===== src/rtl/cfs_defines.svh =====
`ifndef CFS_DEFINES_SVH
`define CFS_DEFINES_SVH
// ****************************************
// register addresses
// ****************************************
`define CFS_ADDR_CTRL 8'h22
`define CFS_ADDR_TEST 8'h23
// ****************************************
// control status field positions
// ****************************************
`define CFS_CTRL_CRC 4
`define CFS_CTRL_IRQPIN 3
`define CFS_CTRL_TEMP 2
`define CFS_CTRL_TAG 1
`define CFS_CTRL_PEC 0
// ****************************************
// test status field positions
// ****************************************
`define CFS_TEST_SEC 3
`define CFS_TEST_DED 2
`define CFS_TEST_DONE 1
`define CFS_TEST_FAULT 0
// ****************************************
// reset values and implemented-bit masks
// ****************************************
`define CFS_RST_VAL 8'h00
`define CFS_CTRL_MASK 8'h1F
`define CFS_TEST_MASK 8'h0F
`define CFS_DATA_W 8
`endif


===== src/rtl/cfs_pkg.sv =====
package cfs_pkg;
   // ****************************************
   // grouped carriers
   // ****************************************
   typedef struct packed {
      logic crc_fail;
      logic irq_pin_short;
      logic overtemp;
      logic tag_pin_short;
      logic pec_fail;
   } cfs_ctrl_ev_s;
   typedef struct packed {
      logic single_err;
      logic double_err;
      logic selftest_done;
      logic selftest_fault;
   } cfs_test_ev_s;
   typedef struct packed {
      logic checksum_irq_enable;
      logic overtemperature_irq_enable;
      logic tag_pin_irq_enable;
      logic corrected_error_irq_enable;
      logic selftest_done_irq_enable;
      logic selftest_fault_irq_enable;
   } cfs_enable_s;
   typedef struct packed {
      logic wr;
      logic rd;
      logic [7:0] addr;
      logic [7:0] wdata;
   } cfs_req_s;
endpackage


===== src/rtl/cfs_status_bank.sv =====
// Contract
// - a failed runtime register checksum sets control bit 4, which stays until the host writes one to it.
// - after a clear, the next checksum check that still fails sets the checksum flag again.
// - the checksum flag reads zero while its enable is off.
// - a short to supply on the interrupt pin sets control bit 3, with no enable.
// - writing one to the interrupt pin flag clears it only once the short is gone.
// - a thermal shutdown sets control bit 2, reads zero when disabled, and clears only once the fault ended.
// - a short on the tag pin sets control bit 1, reads zero when disabled, and clears only once removed.
// - a packet check failure sets control bit 0, sticky, cleared by writing one, set again on a failing transaction.
// - a corrected single error on configuration load sets test bit 3, gated by its enable, cleared by writing one.
// - a double error on configuration load sets test bit 2, with no enable, cleared by writing one.
// - a completed self-test run sets test bit 1 unless disabled, cleared by writing one.
// - a self-test run that finds a fault sets test bit 0 unless disabled, cleared by writing one.
// - a control flag never clears just because its fault went away; only a write of one, or turning off its enable (bits 4, 2, 1), clears it.
`timescale 1ns/1ps
`default_nettype none
`include "cfs_defines.svh"
module cfs_status_bank
   import cfs_pkg::*;
#(
   parameter int DATA_W = `CFS_DATA_W
) (
   input wire logic clk_i,
   input wire logic rst_n_i,
   input wire logic ce_i,
   input wire cfs_req_s req_i,
   input wire cfs_ctrl_ev_s ctrl_ev_i,
   input wire cfs_test_ev_s test_ev_i,
   input wire cfs_enable_s enable_i,
   input wire logic irq_pin_short_i,
   input wire logic tag_pin_short_i,
   output logic [DATA_W-1:0] rdata_o,
   output logic rvalid_o,
   output logic [DATA_W-1:0] control_fault_status_o,
   output logic [DATA_W-1:0] test_load_event_status_o,
   output logic interrupt_request_pin_o,
   output logic interrupt_request_pin_oe_o
);
   // ****************************************
   // elaboration checks
   // ****************************************
   // register map and field positions are fixed at eight bits
   if (DATA_W != 8) begin
      $error("cfs_status_bank supports only 8-bit registers");
   end
   // ****************************************
   // pin fault conditions from outside the clock domain
   // ****************************************
   wire logic [1:0] pin_short;
   cfs_sync3 #(
      .W(2)
   ) u_pin_sync (
      .clk_i(clk_i),
      .rst_n_i(rst_n_i),
      .en_i(ce_i),
      .d_i({irq_pin_short_i, tag_pin_short_i}),
      .q_o(pin_short)
   );
   wire logic irq_short_lvl;
   wire logic tag_short_lvl;
   assign irq_short_lvl = pin_short[1];
   assign tag_short_lvl = pin_short[0];
   // ****************************************
   // decode of host writes
   // ****************************************
   function automatic logic hit(input cfs_req_s r, input logic [7:0] a);
      hit = r.wr && (r.addr == a);
   endfunction
   wire logic wr_ctrl;
   wire logic wr_test;
   wire logic [7:0] ctrl_clr;
   wire logic [7:0] test_clr;
   assign wr_ctrl = hit(req_i, `CFS_ADDR_CTRL);
   assign wr_test = hit(req_i, `CFS_ADDR_TEST);
   // zero bits of the mask are ignored
   assign ctrl_clr = wr_ctrl ? req_i.wdata : 8'h00;
   assign test_clr = wr_test ? req_i.wdata : 8'h00;
   // ****************************************
   // control fault flags
   // ****************************************
   wire logic [7:0] ctrl_set;
   wire logic [7:0] ctrl_hold;
   wire logic [7:0] ctrl_gate;
   wire logic [7:0] ctrl_q;
   assign ctrl_set = {3'h0,
                      ctrl_ev_i.crc_fail,
                      irq_short_lvl,
                      ctrl_ev_i.overtemp,
                      tag_short_lvl,
                      ctrl_ev_i.pec_fail};
   // level faults block their own clear
   assign ctrl_hold = {3'h0, 1'b0, irq_short_lvl, ctrl_ev_i.overtemp, tag_short_lvl, 1'b0};
   // crc and pec are event flags: flag survives end of fault
   assign ctrl_gate = {3'h0,
                       enable_i.checksum_irq_enable,
                       1'b1,
                       enable_i.overtemperature_irq_enable,
                       enable_i.tag_pin_irq_enable,
                       1'b1};
   cfs_w1c_reg #(
      .W(8),
      .MASK(`CFS_CTRL_MASK)
   ) u_ctrl (
      .clk_i(clk_i),
      .rst_n_i(rst_n_i),
      .en_i(ce_i),
      .set_i(ctrl_set),
      .clr_i(ctrl_clr),
      .hold_i(ctrl_hold),
      .gate_i(ctrl_gate),
      .q_o(ctrl_q)
   );
   // ****************************************
   // test and load event flags
   // ****************************************
   wire logic [7:0] test_set;
   wire logic [7:0] test_gate;
   wire logic [7:0] test_q;
   assign test_set = {4'h0,
                      test_ev_i.single_err,
                      test_ev_i.double_err,
                      test_ev_i.selftest_done,
                      test_ev_i.selftest_fault};
   assign test_gate = {4'h0,
                       enable_i.corrected_error_irq_enable,
                       1'b1,
                       enable_i.selftest_done_irq_enable,
                       enable_i.selftest_fault_irq_enable};
   cfs_w1c_reg #(
      .W(8),
      .MASK(`CFS_TEST_MASK)
   ) u_test (
      .clk_i(clk_i),
      .rst_n_i(rst_n_i),
      .en_i(ce_i),
      .set_i(test_set),
      .clr_i(test_clr),
      .hold_i(8'h00),
      .gate_i(test_gate),
      .q_o(test_q)
   );
   // ****************************************
   // read port and interrupt output
   // ****************************************
   wire logic [7:0] nxt_rdata;
   wire logic nxt_irq;
   // unmapped addresses read zero
   assign nxt_rdata = (req_i.addr == `CFS_ADDR_CTRL) ? ctrl_q :
                      (req_i.addr == `CFS_ADDR_TEST) ? test_q : 8'h00;
   // flags are already zero when disabled, so any bit counts
   assign nxt_irq = (|ctrl_q) | (|test_q);
   logic [7:0] rdata_ff;
   logic rvalid_ff;
   logic irq_ff;
   always_ff @(posedge clk_i or negedge rst_n_i) begin
      if (!rst_n_i) begin
         rdata_ff <= `CFS_RST_VAL;
         rvalid_ff <= 1'b0;
         irq_ff <= 1'b0;
      end else if (ce_i) begin
         rdata_ff <= req_i.rd ? nxt_rdata : rdata_ff;
         rvalid_ff <= req_i.rd;
         irq_ff <= nxt_irq;
      end
   end
   logic [7:0] ctrl_out_ff;
   logic [7:0] test_out_ff;
   always_ff @(posedge clk_i or negedge rst_n_i) begin
      if (!rst_n_i) begin
         ctrl_out_ff <= `CFS_RST_VAL;
         test_out_ff <= `CFS_RST_VAL;
      end else if (ce_i) begin
         ctrl_out_ff <= ctrl_q;
         test_out_ff <= test_q;
      end
   end
   assign rdata_o = rdata_ff;
   assign rvalid_o = rvalid_ff;
   assign control_fault_status_o = ctrl_out_ff;
   assign test_load_event_status_o = test_out_ff;
   // open drain, active low: enable pulls the pin low
   assign interrupt_request_pin_o = 1'b0;
   assign interrupt_request_pin_oe_o = irq_ff;
endmodule
`default_nettype wire


===== src/rtl/cfs_sync3.sv =====
`timescale 1ns/1ps
`default_nettype none
module cfs_sync3 #(
   parameter int W = 2
) (
   input wire logic clk_i,
   input wire logic rst_n_i,
   input wire logic en_i,
   input wire logic [W-1:0] d_i,
   output logic [W-1:0] q_o
);
   // ****************************************
   // three-stage pin synchroniser
   // ****************************************
   if (W < 1) begin
      $error("cfs_sync3 width out of range");
   end
   logic [W-1:0] s1_ff;
   logic [W-1:0] s2_ff;
   logic [W-1:0] s3_ff;
   logic [W-1:0] q_ff;
   wire logic [W-1:0] agree;
   wire logic [W-1:0] nxt_q;
   // change only counts once stages two and three agree
   assign agree = ~(s2_ff ^ s3_ff);
   assign nxt_q = (agree & s3_ff) | (~agree & q_ff);
   always_ff @(posedge clk_i or negedge rst_n_i) begin
      if (!rst_n_i) begin
         s1_ff <= '0;
         s2_ff <= '0;
         s3_ff <= '0;
         q_ff <= '0;
      end else if (en_i) begin
         s1_ff <= d_i;
         s2_ff <= s1_ff;
         s3_ff <= s2_ff;
         q_ff <= nxt_q;
      end
   end
   assign q_o = q_ff;
endmodule
`default_nettype wire


===== src/rtl/cfs_w1c_reg.sv =====
`timescale 1ns/1ps
`default_nettype none
module cfs_w1c_reg #(
   parameter int W = 8,
   parameter logic [7:0] MASK = 8'hFF
) (
   input wire logic clk_i,
   input wire logic rst_n_i,
   input wire logic en_i,
   input wire logic [W-1:0] set_i,
   input wire logic [W-1:0] clr_i,
   input wire logic [W-1:0] hold_i,
   input wire logic [W-1:0] gate_i,
   output logic [W-1:0] q_o
);
   // ****************************************
   // sticky flags, write one to clear
   // ****************************************
   // refused at elaboration: the mask parameter only covers eight bits
   if (W < 1 || W > 8) begin
      $error("cfs_w1c_reg width out of range");
   end
   logic [W-1:0] flag_ff;
   wire logic [W-1:0] clr_ok;
   wire logic [W-1:0] nxt_flag;
   // clear refused while fault still present
   assign clr_ok = clr_i & ~hold_i;
   // set wins over a clear in the same cycle; disabled bits read zero
   assign nxt_flag = ((flag_ff & ~clr_ok) | set_i) & gate_i & MASK[W-1:0];
   always_ff @(posedge clk_i or negedge rst_n_i) begin
      if (!rst_n_i) begin
         flag_ff <= '0;
      end else if (en_i) begin
         flag_ff <= nxt_flag;
      end
   end
   assign q_o = flag_ff;
endmodule
`default_nettype wire


===== config.mk =====
export PLATFORM = sky130hd
export DESIGN_NAME = cfs_status_bank
export DESIGN_NICKNAME = d
export VERILOG_FILES = /design/src/rtl/cfs_pkg.sv /design/src/rtl/cfs_status_bank.sv /design/src/rtl/cfs_sync3.sv /design/src/rtl/cfs_w1c_reg.sv
export VERILOG_INCLUDE_DIRS = /design/src /design/src/rtl
export SDC_FILE = /design/constraint.sdc
export NUM_CORES = 1
export LEC_CHECK = 0
export ABC_AREA = 0
export CAP_MARGIN = 20
export CORE_ASPECT_RATIO = 0.6
export CORE_UTILIZATION = 41
export DETAILED_ROUTE_END_ITERATION = 8
export DONT_BUFFER_PORTS = 1
export GPL_TIMING_DRIVEN = 0
export PLACE_DENSITY_LB_ADDON = 0.25
export SETUP_SLACK_MARGIN = 0.5
export SYNTH_ARGS = -nofsm -noshare
export SYNTH_HDL_FRONTEND = slang
export SYNTH_HIERARCHICAL = 1
export SYNTH_SLANG_ARGS = --single-unit

===== constraint.sdc =====
create_clock -name clk_i -period 1 [get_ports clk_i]
set_input_delay 0 -clock clk_i [delete_from_list [all_inputs] [get_ports clk_i]]
set_output_delay 0 -clock clk_i [all_outputs]
set_load 0.005 [all_outputs]

==> summary.md, run 1 <==
| Metric | Value |
|---|---|
| Status | `complete, but fails checks` |
| Failing checks | `negative hold slack, negative setup slack` |
| Final HPWL DP | `3.34 mm` |
| Total Power | `4740 uW` |
| Clock share of power | `33.9%` |
| Worst hold slack | `-613 ps` |
| Remaining DRCs | `0` |
| Largest net degree at the start of global routing | `44` |
| Routed length per placed instance | `16.6 um` |
| Post-Syn Area per Cell | `between 10 and 15 um2` |
| Starting Density | `42.6%` |
| Setup WS pre-CTS | `-438 ps` |
| Hold Crit Class | `in -> async` |
| Power Internal | `3530 uW` |
| Number of H-tree levels | `2` |
| Crit path DAT | `between 1000 and 1500 ps` |
| Worst-case clock skew | `~8.0 ps` |
| Final Hold Viols | `55` |
| Gpl congestion | `roughly 0.70` |
| Share of layout cells above drive strength 1 | `46.8%` |
| Vias in the first global route | `1,406` |
| PortBufs | `0` |
| Placed cell areas | `around 2400 um2` |
| CP startpoint kind | `flip-flop` |
| Detailed Routing Iterations Pass 1 | `4` |
| Gr usage total | `18.8%` |
| Leakage power | `approximately 0.0012 uW` |
| Unrepaired setup endpoints after global routing | `true` |
| Sequential share of power | `48.5%` |
| DIE HEIGHT | `58.3 um` |
| Number of vias per cell | `about 5.0` |
| TritonCTS Buffers | `5` |
| CTS Sinks | `43` |
| Max Clk Rate | `867 MHz` |
| Mapped Area | `between 2000 and 2500 um2` |
| Yosys warns | `6` |
| I/O pins | `65` |
| Initial DRC count | `49` |
| Commonest cells after routing, fill and taps aside | `dfrtp_1 (34), mux2_4 (21), conb_1 (20), nand2_1 (19), buf_4 (16)` |
| Design area | `2820 um2` |
| Final period utilization | `115%` |
| Cell count after synthesis | `187` |
| Fin worst setup slack | `-153 ps` |
| CP Class | `reg -> reg` |
| Num rows | `20` |
| Die width | `approximately 96 um` |
| Combinational cell fraction of total power | `about 18%` |
| Total die area | `5580 um2` |
| CTS tree | `done` |
| Core Area | `just over 5000 um2` |
| Clock buffer depth | `2` |
| Worst skew pair latency | `roughly 300 ps` |
| Final Max Tran Viols | `0` |
| Crit end category | `flip-flop` |
| Final WL | `4.77 mm` |
| Setup-failing EPs final | `8` |
| Layout area overhead | `30.2%` |
| Initial antenna violation count | `0` |
| Global-route wire length before repair | `7.42 mm` |
| Max-Cap Viols | `0` |
| Final core occ | `55.5%` |
| Critical path fanouts, max | `2` |
| Min cycle time layout | `1150 ps` |
| Routed Antenna Nets | `0` |
| Most common cell after layout, fill and taps aside | `dfrtp_1` |
| PwrDens | `between 1500 and 2000 nW/um2` |
| Sw Ratio | `about a quarter` |
| Diodes inserted | `0` |
| Net switching power | `1210 uW` |
| Register clock-pin slew on the reported worst setup and hold paths | `80 ps` |
| GRT Residual Overflow | `0` |
| Root Driver | `clkbuf_8` |
| VDD IR-drop max | `about 1000 uV` |
| Total number of vias | `1,436` |
| Layout fillers | `444` |
| CP Data Required Time | `1180 ps` |
| Final nets | `~260` |
## path summary, 6_finish.rpt
kind / end / slack (ps) / cells after the start / start
worst min register to register: u_pin_sync/s2_ff[0] / 500 / 2 / u_pin_sync/s1_ff[0]
worst max-delay path: interrupt_request_pin_oe_o / -150 / 3 / u_test/q_o[1]
worst max register to register: interrupt_request_pin_oe_o / -150 / 3 / u_test/q_o[1]
min in group clk_i: u_test/q_o[2] / -190 / 1 / ce_i
max in group asynchronous: async pin / 1520 / 0 / rst_n_i
worst min-delay path: test_load_event_status_o[5] / -610 / 0 / rst_n_i
## sequential cells by signal (all words and copies together) (netlist names), named ones only
| signal | count |
|---|---|
| u_test/q_o | 4 |
| u_ctrl/q_o | 5 |
| u_pin_sync/s2_ff | 2 |
| test_load_event_status_o | 8 |
| u_pin_sync/s3_ff | 2 |
| interrupt_request_pin_oe_o | 1 |
| control_fault_status_o | 8 |
| rvalid_o | 1 |
| rdata_o | 8 |
| u_pin_sync/s1_ff | 2 |
## through the flow
stage / setup TNS [ps] / instances
after global routing: -872 / 288
after floorplan: -2610 / 203
final: -459 / 288
after detailed placement: -4750 / 269
after global placement: -4520 / 269
after CTS: -674 / 285
## cell type report
class	count	area, um2	share of cell area [%]
Timing Repair Buffer	11	93.8	3.33
Clock inverter	2	60.1	2.13
Inverter	4	15.0	0.533
Buffer	15	134	4.75
Multi-Input combinational cell	141	1270	45.2
Clock buffer	6	72.6	2.58
Tap cell	66	82.6	2.93
Sequential cell	43	1090	38.6
## power groups by stage
| stage | Clock (uW) | Combinational (uW) | Sequential, uW |
|---|---|---|---|
| after floorplan | 0 | 535 | 2220 |
| after global placement | 0 | 582 | 2300 |
| after detailed placement | 0 | 596 | 2300 |
| after CTS | 1640 | 728 | 2280 |
| after global routing | 1720 | 915 | 2340 |
| final | 1610 | 839 | 2300 |
## worst max-delay path, cell delays in order, from the launching register on
cell	delay, ps
dfrtp_2	440
nor4_4	320
nand4_1	120
o22a_1	170
## per-layer routing
layer | GRT usage (%) | vias up | part of all wire [%]
li1 | - | 697 | -
met4 | 6.40 | 0 | 1.2
met3 | 7.74 | 8 | 9.4
met2 | 24.6 | 54 | 38
met5 | 0 | - | 0
met1 | 27.5 | 677 | 52
## repair_timing
action / in CTS / in global routing
pin swaps: 7 / 7
buffers inserted: 8 / 3
resized for setup: 23 / 26
endpoints found under the setup margin: 69 / 69
hold endpoints to repair: 55 / 54
No activity file was read; power rests on OpenSTA's default activity.
==> inputs of run 2 (changes only) <==
--- a/config.mk
+++ b/config.mk
@@ -7,11 +7,11 @@
 export NUM_CORES = 1
 export LEC_CHECK = 0
 export ABC_AREA = 0
+export BUFFER_PORTS_ARGS = -buffer_cell sky130_fd_sc_hd__buf_2
 export CAP_MARGIN = 20
 export CORE_ASPECT_RATIO = 0.6
 export CORE_UTILIZATION = 41
 export DETAILED_ROUTE_END_ITERATION = 8
-export DONT_BUFFER_PORTS = 1
 export GPL_TIMING_DRIVEN = 0
 export PLACE_DENSITY_LB_ADDON = 0.25
 export SETUP_SLACK_MARGIN = 0.5
==> constraint.sdc (replaced) <==
create_clock -name clk_i -period 1 [get_ports clk_i]
set_input_delay 0 -clock clk_i [delete_from_list [all_inputs] [get_ports clk_i]]
set_output_delay 0 -clock clk_i [all_outputs]
set_load 0.1 [all_outputs]
==> run 2 against run 1 <==
Net effect: the run still ends with negative hold slack, negative setup slack left; cell count up 18%; global-route usage up 1.3 points; sequential cell count unchanged; maximum frequency up 1.2%; highest routed layer unchanged.
==> summary.md, run 2 (synthesized netlist as in run 1, its figures left out) <==
| Metric | Value |
|---|---|
| Combinational cell fraction of total power | `38.4% (was 17.7%)` |
| Detailed Routing Iterations Pass 1 | `4 (unchanged)` |
| Total Power | `5870 uW (was 4740 uW)` |
| Worst skew pair latency | `290 ps (was 300 ps)` |
| Critical path fanouts, max | `5 (was 2)` |
| Routed length per placed instance | `14.7 um (was 16.6 um)` |
| Setup WS pre-CTS | `-625 ps (was -438 ps)` |
| Initial antenna violation count | `0 (unchanged)` |
| Multi-input logic area | `1240 um2 (was 1270 um2)` |
| Share of layout cells above drive strength 1 | `60.9% (was 46.8%)` |
| Sw Ratio | `38.0% (was 25.6%)` |
| Max Clk Rate | `877 MHz (was 867 MHz)` |
| Final Max Tran Viols | `0 (unchanged)` |
| PwrDens | `1680 nW/um2 (about the same)` |
| VDD IR-drop max | `1400 uV (was 1020 uV)` |
| Most common cell after layout, fill and taps aside | `buf_2 (was dfrtp_1)` |
| CP Data Required Time | `1190 ps (was 1180 ps)` |
| Number of vias per cell | `4.71 (was 4.99)` |
| Final HPWL DP | `3.38 mm (was 3.34 mm)` |
| Design area | `3490 um2 (was 2820 um2)` |
| Failing checks | `negative hold slack, negative setup slack (unchanged)` |
| Total die area | `5580 um2 (unchanged)` |
| Starting Density | `42.6% (unchanged)` |
| Final WL | `4.99 mm (was 4.77 mm)` |
| Routed Antenna Nets | `0 (unchanged)` |
| Unrepaired setup endpoints after global routing | `true (unchanged)` |
| Setup TNS | `-1050 ps (was -459 ps)` |
| TritonCTS Buffers | `5 (unchanged)` |
| Worst hold slack | `-311 ps (was -613 ps)` |
| Remaining DRCs | `0 (unchanged)` |
| Num rows | `20 (unchanged)` |
| Initial DRC count | `52 (was 49)` |
| Largest net degree at the start of global routing | `44 (unchanged)` |
| Final period utilization | `114% (was 115%)` |
| I/O pins | `65 (unchanged)` |
| Total number of vias | `1,602 (was 1,436)` |
| Worst-case clock skew | `8.67 ps (was 8.03 ps)` |
| Min cycle time layout | `1140 ps (was 1150 ps)` |
| Status | `complete, but fails checks (unchanged)` |
| Setup-failing EPs final | `15 (was 8)` |
| CP startpoint kind | `flip-flop (unchanged)` |
| PortBufs | `57 (was 0)` |
| GRT Residual Overflow | `0 (unchanged)` |
| Clock buffer depth | `2 (unchanged)` |
| Commonest cells after routing, fill and taps aside | `buf_2 (28), dfrtp_4 (26), buf_12 (26), mux2_4 (20), conb_1 (20) (was dfrtp_1 (34), mux2_4 (21), conb_1 (20), nand2_1 (19), buf_4 (16))` |
| DIE HEIGHT | `58.3 um (unchanged)` |
| Placed cell areas | `2760 um2 (was 2430 um2)` |
| Fin worst setup slack | `-140 ps (was -153 ps)` |
| Power Internal | `3640 uW (was 3530 uW)` |
| Diodes inserted | `0 (unchanged)` |
| CTS tree | `done (unchanged)` |
| Crit path DAT | `1330 ps (was 1340 ps)` |
| FF+latch area | `1180 um2 (was 1090 um2)` |
| Net switching power | `2230 uW (was 1210 uW)` |
| Layout fillers | `368 (was 444)` |
| Max-Cap Viols | `0 (unchanged)` |
| Leakage power | `0.00154 uW (was 0.00125 uW)` |
| Relative slew slack | `63.6%` |
| Core Area | `5080 um2 (unchanged)` |
| Final nets | `311 (was 259)` |
| CTS Sinks | `43 (unchanged)` |
| Root Driver | `clkbuf_8 (unchanged)` |
| Gr usage total | `20.1% (was 18.8%)` |
| Clock share of power | `20.5% (was 33.9%)` |
| Layout area overhead | `61.2% (was 30.2%)` |
| Worst-margin pin slew | `545 ps` |
| Die width | `95.8 um (unchanged)` |
| CP Class | `reg -> reg (unchanged)` |
| Gpl congestion | `0.717 (was 0.695)` |
| Register clock-pin slew on the reported worst setup and hold paths | `80 ps (about the same)` |
| Global-route wire length before repair | `8.12 mm (was 7.42 mm)` |
| Number of H-tree levels | `2 (unchanged)` |
| Crit end category | `flip-flop (unchanged)` |
| Hold Crit Class | `in -> async (unchanged)` |
| Vias in the first global route | `1,541 (was 1,406)` |
| Final Hold Viols | `53 (was 55)` |
| Sequential share of power | `41.1% (was 48.5%)` |
[run 2: cell types whose count changed in the layout (fill, tap and decap cells not counted), moves of 4 or more]
cell	previous run	this run
dfrtp_1	34	14
dfrtp_4	0	26
mux2i_1	4	8
dfrtp_2	9	3
buf_12	0	26
buf_2	0	28
[run 2: worst max-delay path: stages (launching register included)]
cell and delay, ps:
dfrtp_2 460, nor4_4 290, nand4_1 120, o22a_1 170
[run 2: area by class of cell]
type | instances | share of cell area [%]
inverter | 4 | 0.430
timing repair buffer | 63 | 21.4
sequential | 43 | 33.8
tap | 66 | 2.37
buffer | 15 | 3.59
clock buffer | 8 | 2.87
multi-input combinational | 141 | 35.6
[run 2: stage by stage]
stage,utilization (%),cells
2_1_floorplan,-,203
3_5_place_dp,54.4,326
5_1_grt,68.7,340
6_report,68.7,340
3_3_place_gp,54.4,326
4_1_cts,67.7,340
[run 2: final timing paths]
check,from,end,slack (ps),depth (start not counted)
min in group clk_i,irq_pin_short_i,u_pin_sync/s1_ff[1],-60,2
max reg2reg,u_ctrl/q_o[0],interrupt_request_pin_oe_o,-140,3
min,rst_n_i,u_pin_sync/s2_ff[0],-310,1
min reg2reg,u_pin_sync/s1_ff[0],u_pin_sync/s2_ff[0],520,2
max,u_ctrl/q_o[0],interrupt_request_pin_oe_o,-140,3
max in group asynchronous,rst_n_i,test_load_event_status_o[2],880,1
[run 2: timing repair]
item,in CTS,in global routing
endpoints found under the hold margin,53,53
pin swaps,7,6
resized for setup,139,11
setup endpoints to repair,112,69
setup buffers,6,0
[run 2: per-layer routing]
metal  routed length, um  vias to the layer above  track usage [%]
li1                    -                      796                -
met1                2560                      760             30.1
met2                2170                       39             28.8
met3                 221                        7             5.12
met4                  38                        0             5.12
met5                   0                        -                0
[run 2: power groups by stage]
stage / clock, uW / combinational, uW / sequential (uW)
after global placement: 0 / 1670 / 2340
after CTS: 1240 / 2220 / 2380
final: 1200 / 2250 / 2410
after floorplan: 0 / 490 / 3190
after global routing: 1300 / 2370 / 2450
after detailed placement: 0 / 1690 / 2340
